<file path="src/common/ssbp_pkg.sv">
package ssbp_pkg;

  // register byte addresses
  localparam logic [11:0] SSBP_OFS_CTL = 12'hcd0;
  localparam logic [11:0] SSBP_OFS_TX = 12'hcd1;
  localparam logic [11:0] SSBP_OFS_CMD = 12'hcd2;
  localparam logic [11:0] SSBP_OFS_STA = 12'hcd3;
  localparam logic [11:0] SSBP_OFS_RX = 12'hcd4;

  // reset values
  localparam logic [7:0] SSBP_RST_CTL = 8'h00;
  localparam logic [7:0] SSBP_RST_TX = 8'h00;
  localparam logic [1:0] SSBP_RST_CMD = 2'h0;
  localparam logic [7:0] SSBP_RST_RX = 8'h00;

  // control field positions
  localparam int SSBP_CTL_MSB_BIT = 0;
  localparam int SSBP_CTL_IDLE_LOW_BIT = 1;
  localparam int SSBP_CTL_PHASE_BIT = 2;
  localparam int SSBP_CTL_IRQ_EN_BIT = 3;
  localparam int SSBP_CTL_SEL_LSB = 4;
  localparam int SSBP_CTL_SEL_MSB = 6;
  localparam logic [7:0] SSBP_CTL_MASK = 8'h7f;

  // status field positions
  localparam int SSBP_STA_DONE_BIT = 0;
  localparam int SSBP_STA_BUSY_BIT = 1;

  // command codes
  localparam logic [1:0] SSBP_CMD_RSVD = 2'h0;
  localparam logic [1:0] SSBP_CMD_TX = 2'h1;
  localparam logic [1:0] SSBP_CMD_RX = 2'h2;
  localparam logic [1:0] SSBP_CMD_TRX = 2'h3;

  // timing counts
  localparam logic [4:0] SSBP_LAST_EDGE = 5'h10;
  localparam logic [8:0] SSBP_HALF_BASE = 9'h002;
  localparam logic [1:0] SSBP_TAIL_TX = 2'h2;
  localparam logic [1:0] SSBP_TAIL_RX = 2'h1;

  typedef enum logic [1:0] {ST_IDLE, ST_SHIFT, ST_TAIL, ST_GAP} ssbp_state_type;

  // position of the n-th bit on the wire within the byte
  function automatic logic [2:0] ssbp_bit_index(input logic [2:0] n, input logic msb_first);
    return msb_first ? 3'h7 - n : n;
  endfunction

  // system clocks per half serial period, minus one
  function automatic logic [7:0] ssbp_half_limit(input logic [2:0] sel);
    logic [8:0] half;
    half = SSBP_HALF_BASE << sel;
    return 8'(half - 9'h001);
  endfunction

  // half periods between last clock edge and completion
  function automatic logic [1:0] ssbp_tail(input logic [1:0] cmd, input logic phase_swap);
    logic [1:0] t;
    t = cmd[0] ? SSBP_TAIL_TX : SSBP_TAIL_RX;
    return phase_swap ? t - 2'h1 : t;
  endfunction

endpackage

</file>
<file path="src/common/ssbp_tick_if.sv">
`timescale 1ns/100ps
interface ssbp_tick_if;
  logic run;
  logic [2:0] sel;
  logic tick;
  modport engine (output run, output sel, input tick);
  modport divider (input run, input sel, output tick);
endinterface

</file>
<file path="src/hdl/ssbp_divider.sv">
`timescale 1ns/100ps
module ssbp_divider
  import ssbp_pkg::*;
(
  input wire logic mclk,
  input wire logic srst,
  ssbp_tick_if.divider tk
);

  logic [7:0] cnt_reg;
  logic tick_reg;

  // one pulse per half serial period while running, phase restarts with run
  always_ff @(posedge mclk) begin
    if (srst || !tk.run) begin
      cnt_reg <= 8'h00;
      tick_reg <= 1'b0;
    end else if (cnt_reg == ssbp_half_limit(tk.sel)) begin
      cnt_reg <= 8'h00;
      tick_reg <= 1'b1;
    end else begin
      cnt_reg <= cnt_reg + 8'h01;
      tick_reg <= 1'b0;
    end
  end

  assign tk.tick = tick_reg;

  property p_div_spacing;
    @(posedge mclk) disable iff (srst)
    tick_reg && tk.run && $stable(tk.sel) |=> !tick_reg;
  endproperty
  a_div_spacing: assert property (p_div_spacing) else $error("divider ticks back to back");

endmodule

</file>
<file path="src/hdl/ssbp_top.sv">
// How it works
// - irq request while done flag and enabled
// - phase 0: drive odd edges, sample even
// - phase 0: sample edges 2-16, half-period tail on rx, full-period tail when transmitting
// - phase 1: first bit early, sample odd edges
// - phase 1: rx completes at last clock transition, transmit half a period later
// - polarity bit picks idle level, eight pulses
// - bit order select applies to both directions
// - transmit byte survives transmission
// - command 01 tx, 10 rx, 11 both
// - command field reads last written code
// - transfer starts only after command write
// - at least two idle system clocks (gap, then idle) between transfers
// - busy set by command, cleared at end
// - done flag sticky, cleared by writing one
// - flags settle zero, half or full period late
// - receive byte holds last received, read-only
// - serial clock divisor 4 to 512
`timescale 1ns/100ps
module ssbp_top
  import ssbp_pkg::*;
(
  input wire logic mclk,
  input wire logic srst,
  input wire logic [11:0] reg_addr,
  input wire logic [7:0] reg_wdata,
  input wire logic reg_wr,
  input wire logic reg_rd,
  output logic [7:0] reg_rdata,
  output logic serial_clock_out,
  output logic serial_data_out,
  input wire logic serial_data_in,
  output logic irq_request
);

  ssbp_tick_if tk ();

  logic [7:0] serial_port_control_reg;
  logic [7:0] serial_tx_byte_reg;
  logic [1:0] serial_command_reg;
  logic [7:0] serial_rx_byte_reg;
  logic port_active_reg;
  logic done_flag_reg;
  logic start_pend_reg;
  logic [7:0] rdata_reg;
  logic irq_reg;
  logic di_meta_reg;
  logic di_sync_reg;
  ssbp_state_type state_reg;
  logic [4:0] edge_reg;
  logic [1:0] tail_reg;
  logic [1:0] mode_cmd_reg;
  logic mode_phase_reg;
  logic mode_msb_reg;
  logic [7:0] rx_shift_reg;
  logic sclk_reg;
  logic dout_reg;
  logic run_reg;

  logic wr_ctl, wr_tx, wr_cmd, wr_sta;
  logic cmd_go;
  logic ev;
  logic [4:0] edge_next;
  logic sample_now, drive_now;
  logic [2:0] drive_n, sample_n;
  logic finish;

  assign wr_ctl = reg_wr && reg_addr == SSBP_OFS_CTL;
  assign wr_tx = reg_wr && reg_addr == SSBP_OFS_TX;
  assign wr_cmd = reg_wr && reg_addr == SSBP_OFS_CMD;
  assign wr_sta = reg_wr && reg_addr == SSBP_OFS_STA;
  assign cmd_go = wr_cmd && reg_wdata[1:0] != SSBP_CMD_RSVD;

  ssbp_divider u_div (
    .mclk(mclk),
    .srst(srst),
    .tk(tk)
  );

  assign tk.run = run_reg;
  assign tk.sel = serial_port_control_reg[SSBP_CTL_SEL_MSB:SSBP_CTL_SEL_LSB];

  // edge bookkeeping: edges are numbered 1..16 from the start of the transfer
  assign ev = tk.tick && state_reg == ST_SHIFT;
  assign edge_next = edge_reg + 5'h01;
  assign sample_now = ev && mode_cmd_reg[1] && (edge_next[0] == mode_phase_reg);
  assign drive_now = ev && mode_cmd_reg[0] && (edge_next[0] != mode_phase_reg)
                     && edge_next != SSBP_LAST_EDGE;
  assign sample_n = 3'((edge_next - 5'h01) >> 1);
  assign drive_n = mode_phase_reg ? 3'(edge_next >> 1) : sample_n;
  assign finish = (ev && edge_next == SSBP_LAST_EDGE && ssbp_tail(mode_cmd_reg, mode_phase_reg) == 2'h0)
                  || (state_reg == ST_TAIL && tk.tick && tail_reg == 2'h1);

  always_ff @(posedge mclk) begin
    if (srst) begin
      di_meta_reg <= 1'b0;
      di_sync_reg <= 1'b0;
    end else begin
      di_meta_reg <= serial_data_in;
      di_sync_reg <= di_meta_reg;
    end
  end

  // software-written registers
  always_ff @(posedge mclk) begin
    if (srst) begin
      serial_port_control_reg <= SSBP_RST_CTL;
      serial_tx_byte_reg <= SSBP_RST_TX;
      serial_command_reg <= SSBP_RST_CMD;
    end else begin
      if (wr_ctl) begin
        serial_port_control_reg <= reg_wdata & SSBP_CTL_MASK;
      end
      if (wr_tx) begin
        serial_tx_byte_reg <= reg_wdata;
      end
      if (wr_cmd) begin
        serial_command_reg <= reg_wdata[1:0];
      end
    end
  end

  // status flags, a set wins over a clear in the same cycle
  always_ff @(posedge mclk) begin
    if (srst) begin
      port_active_reg <= 1'b0;
      done_flag_reg <= 1'b0;
      start_pend_reg <= 1'b0;
    end else begin
      if (cmd_go) begin
        port_active_reg <= 1'b1;
      end else if (finish) begin
        port_active_reg <= 1'b0;
      end
      if (finish) begin
        done_flag_reg <= 1'b1;
      end else if (wr_sta && reg_wdata[SSBP_STA_DONE_BIT]) begin
        done_flag_reg <= 1'b0;
      end
      if (cmd_go) begin
        start_pend_reg <= 1'b1;
      end else if (state_reg == ST_IDLE) begin
        start_pend_reg <= 1'b0;
      end
    end
  end

  // transfer sequencer
  always_ff @(posedge mclk) begin
    if (srst) begin
      state_reg <= ST_IDLE;
      edge_reg <= 5'h00;
      tail_reg <= 2'h0;
      mode_cmd_reg <= SSBP_CMD_RSVD;
      mode_phase_reg <= 1'b0;
      mode_msb_reg <= 1'b0;
      run_reg <= 1'b0;
    end else begin
      unique case (state_reg)
        ST_IDLE: begin
          if (start_pend_reg) begin
            state_reg <= ST_SHIFT;
            edge_reg <= 5'h00;
            mode_cmd_reg <= serial_command_reg;
            mode_phase_reg <= serial_port_control_reg[SSBP_CTL_PHASE_BIT];
            mode_msb_reg <= serial_port_control_reg[SSBP_CTL_MSB_BIT];
            run_reg <= 1'b1;
          end
        end
        ST_SHIFT: begin
          if (ev) begin
            edge_reg <= edge_next;
            if (finish) begin
              state_reg <= ST_GAP;
              run_reg <= 1'b0;
            end else if (edge_next == SSBP_LAST_EDGE) begin
              state_reg <= ST_TAIL;
              tail_reg <= ssbp_tail(mode_cmd_reg, mode_phase_reg);
            end
          end
        end
        ST_TAIL: begin
          if (tk.tick) begin
            tail_reg <= tail_reg - 2'h1;
            if (finish) begin
              state_reg <= ST_GAP;
              run_reg <= 1'b0;
            end
          end
        end
        ST_GAP: begin
          state_reg <= ST_IDLE;
        end
      endcase
    end
  end

  // serial clock and data pins
  always_ff @(posedge mclk) begin
    if (srst) begin
      sclk_reg <= 1'b1;
    end else if (state_reg == ST_IDLE || state_reg == ST_GAP) begin
      sclk_reg <= !serial_port_control_reg[SSBP_CTL_IDLE_LOW_BIT];
    end else if (ev) begin
      sclk_reg <= !sclk_reg;
    end
  end

  always_ff @(posedge mclk) begin
    if (srst) begin
      dout_reg <= 1'b0;
    end else if (state_reg == ST_IDLE && start_pend_reg) begin
      if (serial_command_reg == SSBP_CMD_RX) begin
        dout_reg <= 1'b0;
      end else if (serial_port_control_reg[SSBP_CTL_PHASE_BIT]) begin
        dout_reg <= serial_tx_byte_reg[ssbp_bit_index(3'h0, serial_port_control_reg[SSBP_CTL_MSB_BIT])];
      end
    end else if (drive_now) begin
      dout_reg <= serial_tx_byte_reg[ssbp_bit_index(drive_n, mode_msb_reg)];
    end
  end

  always_ff @(posedge mclk) begin
    if (srst) begin
      rx_shift_reg <= SSBP_RST_RX;
      serial_rx_byte_reg <= SSBP_RST_RX;
    end else begin
      if (sample_now) begin
        rx_shift_reg[ssbp_bit_index(sample_n, mode_msb_reg)] <= di_sync_reg;
      end
      if (finish && mode_cmd_reg[1]) begin
        serial_rx_byte_reg <= rx_shift_reg;
      end
    end
  end

  // register read port, registered one cycle
  always_ff @(posedge mclk) begin
    if (srst) begin
      rdata_reg <= 8'h00;
    end else if (reg_rd) begin
      unique case (reg_addr)
        SSBP_OFS_CTL: rdata_reg <= serial_port_control_reg;
        SSBP_OFS_TX: rdata_reg <= serial_tx_byte_reg;
        SSBP_OFS_CMD: rdata_reg <= {6'h00, serial_command_reg};
        SSBP_OFS_STA: rdata_reg <= {6'h00, port_active_reg, done_flag_reg};
        SSBP_OFS_RX: rdata_reg <= serial_rx_byte_reg;
        default: rdata_reg <= 8'h00;
      endcase
    end
  end

  always_ff @(posedge mclk) begin
    if (srst) begin
      irq_reg <= 1'b0;
    end else begin
      irq_reg <= done_flag_reg && serial_port_control_reg[SSBP_CTL_IRQ_EN_BIT];
    end
  end

  assign reg_rdata = rdata_reg;
  assign serial_clock_out = sclk_reg;
  assign serial_data_out = dout_reg;
  assign irq_request = irq_reg;

  property p_irq;
    @(posedge mclk) disable iff (srst)
    done_flag_reg && serial_port_control_reg[SSBP_CTL_IRQ_EN_BIT] |=> irq_request;
  endproperty
  a_irq: assert property (p_irq) else $error("irq missing");

  property p_no_irq;
    @(posedge mclk) disable iff (srst)
    !serial_port_control_reg[SSBP_CTL_IRQ_EN_BIT] |=> !irq_request;
  endproperty
  a_no_irq: assert property (p_no_irq) else $error("irq while disabled");

  property p_idle_level;
    @(posedge mclk) disable iff (srst)
    state_reg == ST_IDLE && $past(state_reg) == ST_IDLE && $stable(serial_port_control_reg)
      |-> serial_clock_out == !serial_port_control_reg[SSBP_CTL_IDLE_LOW_BIT];
  endproperty
  a_idle_level: assert property (p_idle_level) else $error("wrong idle clock level");

  property p_busy_set;
    @(posedge mclk) disable iff (srst)
    cmd_go |=> port_active_reg;
  endproperty
  a_busy_set: assert property (p_busy_set) else $error("busy not set");

  property p_rsvd_cmd;
    @(posedge mclk) disable iff (srst)
    wr_cmd && reg_wdata[1:0] == SSBP_CMD_RSVD && !port_active_reg |=> !port_active_reg ##1 state_reg == ST_IDLE;
  endproperty
  a_rsvd_cmd: assert property (p_rsvd_cmd) else $error("reserved command started");

  property p_done_sticky;
    @(posedge mclk) disable iff (srst)
    done_flag_reg && !(wr_sta && reg_wdata[SSBP_STA_DONE_BIT]) |=> done_flag_reg;
  endproperty
  a_done_sticky: assert property (p_done_sticky) else $error("done flag lost");

  property p_gap;
    @(posedge mclk) disable iff (srst)
    finish |=> state_reg == ST_GAP && !port_active_reg || cmd_go ##1 state_reg == ST_IDLE;
  endproperty
  a_gap: assert property (p_gap) else $error("no idle gap");

  property p_phase0_tail;
    @(posedge mclk) disable iff (srst)
    ev && edge_next == SSBP_LAST_EDGE && !mode_phase_reg |=> state_reg == ST_TAIL && !port_active_reg == 1'b0;
  endproperty
  a_phase0_tail: assert property (p_phase0_tail) else $error("phase 0 ended on last edge");

  property p_phase1_rx_end;
    @(posedge mclk) disable iff (srst)
    ev && edge_next == SSBP_LAST_EDGE && mode_phase_reg && mode_cmd_reg == SSBP_CMD_RX
      |=> state_reg == ST_GAP && done_flag_reg;
  endproperty
  a_phase1_rx_end: assert property (p_phase1_rx_end) else $error("phase 1 receive not done at last edge");

  property p_rx_commit;
    @(posedge mclk) disable iff (srst)
    finish && mode_cmd_reg[1] |=> serial_rx_byte_reg == $past(rx_shift_reg);
  endproperty
  a_rx_commit: assert property (p_rx_commit) else $error("receive byte not stored");

  property p_rx_quiet;
    @(posedge mclk) disable iff (srst)
    state_reg == ST_SHIFT && mode_cmd_reg == SSBP_CMD_RX |-> !serial_data_out;
  endproperty
  a_rx_quiet: assert property (p_rx_quiet) else $error("data out moved in receive");

  property p_tx_keep;
    @(posedge mclk) disable iff (srst)
    finish && !wr_tx |=> serial_tx_byte_reg == $past(serial_tx_byte_reg);
  endproperty
  a_tx_keep: assert property (p_tx_keep) else $error("transmit byte changed");

  c_tx: cover property (@(posedge mclk) disable iff (srst) finish && mode_cmd_reg == SSBP_CMD_TX);
  c_rx: cover property (@(posedge mclk) disable iff (srst) finish && mode_cmd_reg == SSBP_CMD_RX);
  c_trx_swap: cover property (@(posedge mclk) disable iff (srst)
    finish && mode_cmd_reg == SSBP_CMD_TRX && mode_phase_reg && mode_msb_reg);
  c_back_to_back: cover property (@(posedge mclk) disable iff (srst) finish ##[1:3] cmd_go);

endmodule

</file>
<file path="config.mk">
export PLATFORM = sky130hd
export DESIGN_NAME = ssbp_top
export DESIGN_NICKNAME = d
export VERILOG_FILES = /design/src/common/ssbp_pkg.sv /design/src/common/ssbp_tick_if.sv /design/src/hdl/ssbp_divider.sv /design/src/hdl/ssbp_top.sv
export SDC_FILE = /design/constraint.sdc
export NUM_CORES = 1
export LEC_CHECK = 0
export ABC_AREA = 0
export BUFFER_PORTS_ARGS = -buffer_cell sky130_fd_sc_hd__buf_4
export CAP_MARGIN = 10
export CELL_PAD_IN_SITES_DETAIL_PLACEMENT = 1
export CELL_PAD_IN_SITES_GLOBAL_PLACEMENT = 2
export CORE_AREA = 2 2 100 102
export CTS_CLUSTER_SIZE = 12
export DETAILED_ROUTE_END_ITERATION = 10
export DIE_AREA = 0 0 102 104
export GPL_TIMING_DRIVEN = 1
export PLACE_DENSITY = 0.86
export RECOVER_POWER = 100
export SYNTH_ARGS = -nofsm -noshare
export SYNTH_HDL_FRONTEND = slang
export SYNTH_SLANG_ARGS = --single-unit
</file>
<file path="constraint.sdc">
create_clock -name mclk -period 5.3 [get_ports mclk]
set_input_delay 0.53 -clock mclk [delete_from_list [all_inputs] [get_ports mclk]]
set_output_delay 0.53 -clock mclk [all_outputs]
set_load 0.05 [all_outputs]
</file>
==> results.toml <==
[global_routing]
grt_overflow_total = 0
grt_pass1_vias = 3160
track_usage_pct = 19.1
grt_pass1_wl_um = 15900
antenna_found_initial = 0
grt_start_max_net_pins = 64

[floorplanning]
die_area_sq_um = 10600
die_w_um = 102
core_sq_um = 9550
num_rows = 36
start_util_pct = 38.3
io_pins = 36
dieHeight_um = 104

[power_and_ir_drop]
powerDensity_nw_per_um2 = 269
p_sw_uw = 296
p_sw_share_pct = 26.7
seqPwrFrac_pct = 49.6
pwr-share-comb_pct = 10.5
leakage_nw = 1.51
clkPwrFrac_pct = 39.9
power.internal_uw = 813
max-vdd-ir-drop_mv = 0.195

[flow_run]
max_cap_violations = 1

[cells_and_area]
drive_above_1_share_pct = 12.1
fill_cells = 1169
final_cell_mix = "dfxtp_1 (72), nor2_1 (61), mux2i_1 (40), a21oi_1 (36), nand2_1 (34)"
n_antenna_cell = 0
multiInputGateArea_sq_um = 2060
nNetsFinal = 485
ff_latch_area_sq_um = 1440
synthToLayoutAreaGrowth_pct = 12.7
layout_commonest_cell = "dfxtp_1"

[detailed_routing]
via_count = 3092
drt-initial-drc-count = 115
viasPerCell = 5.26
dr.pass1.iters = 4
ant_nets = 0
drc = 0
wl_per_cell_um = 16.2
drt-total-wl_um = 9550

[sta]
hold_violations = 0
worst_pin_slew_ns = 2.78
slew_viol_final = 64
finalCritPeriodShare_pct = 55.3
finalCriticalPeriod_ns = 2.93
rsz0062_at_grt = "false"
layout_setup_ws_ns = 2.37
fmax_mhz = 341
clock_skew_ns = 0.0108
setup_viol = 0
finalSetupTns_ns = 0
worst_hold_slack_ns = 0.388
slew_headroom_pct = -85.0

[critical_path]
path_max_fanout = 63
crit_required_ns = 5.53
regToRegStartpoint = "edge_reg[0]$_SDFFE_PP0P_"
crit_type = "input port to flop"
r2r_slack_ns = 2.58
crit_path_start_kind = "input port"
r2r_end = "serial_rx_byte_reg[3]$_SDFFE_PP0P_"
crit_arrival_ns = 3.16
r2r_cells = 7
endpoint_kind = "flop"

[clocking]
post_cts_buffers = 0
worst_skew_pair.late_latency_ns = 0.35
numCtsBuffers = 9
htree_levels = 3
postCtsResizedCells = 0
cts_sinks = 72
path_clk_slew_ns = 0.08
clockBufferDepth = 2
cts_root_buf = "clkbuf_8"
ctsHoldBuffers = 0
cts_tree = "yes"

[synthesis]
synth_area_per_cell_sq_um = 8.67
ys_ff_latch = 72
async_reset_ff_share_pct = 0
ys_types = 55
dominantRegCellSynth = "dfxtp_1"
synthCells = 422
syn-num-nets = 457
yosysWarnings = 0
syn_area_sq_um = 3660
synth-edff-count = 0
ys_seq_area_share_pct = 39.4

[run_status]
violations = "capacitance limit, slew limit"
status = "complete, but fails checks"

[worst_hold_path]
hold-path-cell-count = 2
hp-start = "serial_data_in"
whs_endpoint = "di_meta_reg$_SDFF_PP0_"
holdCritPathClass = "input port to flop"

[placement]
place_ws_ns = 2.64
io_buffers = 35
place_congestion = 0.752
dp_hpwl_um = 7040
==> area by class of cell <==
class,count,area share (%)
multi-input combinational,320,49.9
sequential,72,35.0
timing repair buffer,35,5.28
tap,133,4.04
clock buffer,10,3.09
clock inverter,6,1.67
inverter,12,1.09
==> worst max-delay path by stage <==
| stage | startpoint | slack, ns | endpoint | cells past startpoint |
|---|---|---|---|---|
| 6_report | srst | 2.37 | u_div.cnt_reg[2]$_SDFF_PP0_ | 4 |
| 4_1_cts | edge_reg[0]$_SDFFE_PP0P_ | 2.74 | serial_data_out$_SDFFE_PP0P_ | 7 |
| 5_1_grt | srst | 2.02 | reg_rdata[3]$_SDFFE_PP0P_ | 4 |
| 3_3_place_gp | reg_addr[9] | 2.70 | reg_rdata[0]$_SDFFE_PP0P_ | 6 |
| 3_5_place_dp | reg_addr[9] | 2.64 | reg_rdata[0]$_SDFFE_PP0P_ | 6 |
| 2_1_floorplan | edge_reg[0]$_SDFFE_PP0P_ | 3.16 | serial_data_out$_SDFFE_PP0P_ | 7 |
==> power by group through the flow <==
stage | logic, mW | clock network [mW] | registers (mW)
finish | 0.117 | 0.442 | 0.549
global route | 0.128 | 0.476 | 0.550
CTS | 0.117 | 0.456 | 0.549
detailed placement | 0.116 | 0 | 0.562
global placement | 0.114 | 0 | 0.562
floorplan | 0.0823 | 0 | 0.565
==> cell usage after synthesis, types with 2 or more instances <==
cell | n | area (sq um)
mux4_2 | 2 | 45.0
nand4_1 | 3 | 18.8
o21ai_0 | 23 | 115
o22ai_1 | 2 | 12.5
nor4_1 | 2 | 12.5
xnor2_1 | 8 | 70.1
a21oi_1 | 36 | 180
buf_6 | 5 | 56.3
or2_2 | 3 | 18.8
nor2b_1 | 8 | 50.1
o31ai_1 | 2 | 15.0
xor2_1 | 8 | 70.1
nand3_1 | 16 | 80.1
a211oi_1 | 4 | 30.0
and2b_1 | 2 | 15.0
a211o_1 | 2 | 17.5
or3_1 | 5 | 31.3
o211ai_1 | 2 | 15.0
dfxtp_1 | 72 | 1440
a21o_1 | 3 | 22.5
ha_1 | 10 | 125
nor3_1 | 6 | 30.0
o21ai_1 | 2 | 10.0
clkbuf_1 | 11 | 41.3
nand2b_1 | 8 | 50.1
inv_1 | 12 | 45.0
a32oi_1 | 2 | 17.5
nor3b_1 | 3 | 22.5
mux2i_1 | 40 | 400
and2_1 | 2 | 12.5
nor2_1 | 61 | 229
nand2_1 | 34 | 128
==> cells by family after synthesis <==
logic type	Yosys count	synth area share (%)
adder cells (fa/ha/maj)	10	3.42
AO/OA/AOI/OAI	90	15.2
flip-flops	72	39.4
multiplexers	43	12.5
XOR/XNOR	17	4.28
buffers and inverters	30	4.21
AND/OR/NAND/NOR	160	21.1
==> metal layers <==
metal | routed length (um) | track usage, %
met5 | 0 | 0
met4 | 143 | 5.90
met3 | 263 | 3.83
met2 | 4570 | 31.2
met1 | 4570 | 25.1
==> metrics by stage <==
stage / util, % / area [sq um] / total power [mW] / std cells
global placement: 41.7 / 3980 / 0.676 / 572
floorplan: - / 3660 / 0.647 / 422
global route: 43.2 / 4120 / 1.15 / 588
CTS: 43.7 / 4180 / 1.12 / 588
detailed placement: 41.7 / 3980 / 0.678 / 572
finish: 43.2 / 4120 / 1.11 / 588
==> critical path, cell delays in order <==
cell	delay [ns]
clkbuf_1	1.92
nand2b_1	0.31
nand2b_1	0.29
nor2_1	0.10
No activity file was read; power rests on OpenSTA's default activity.
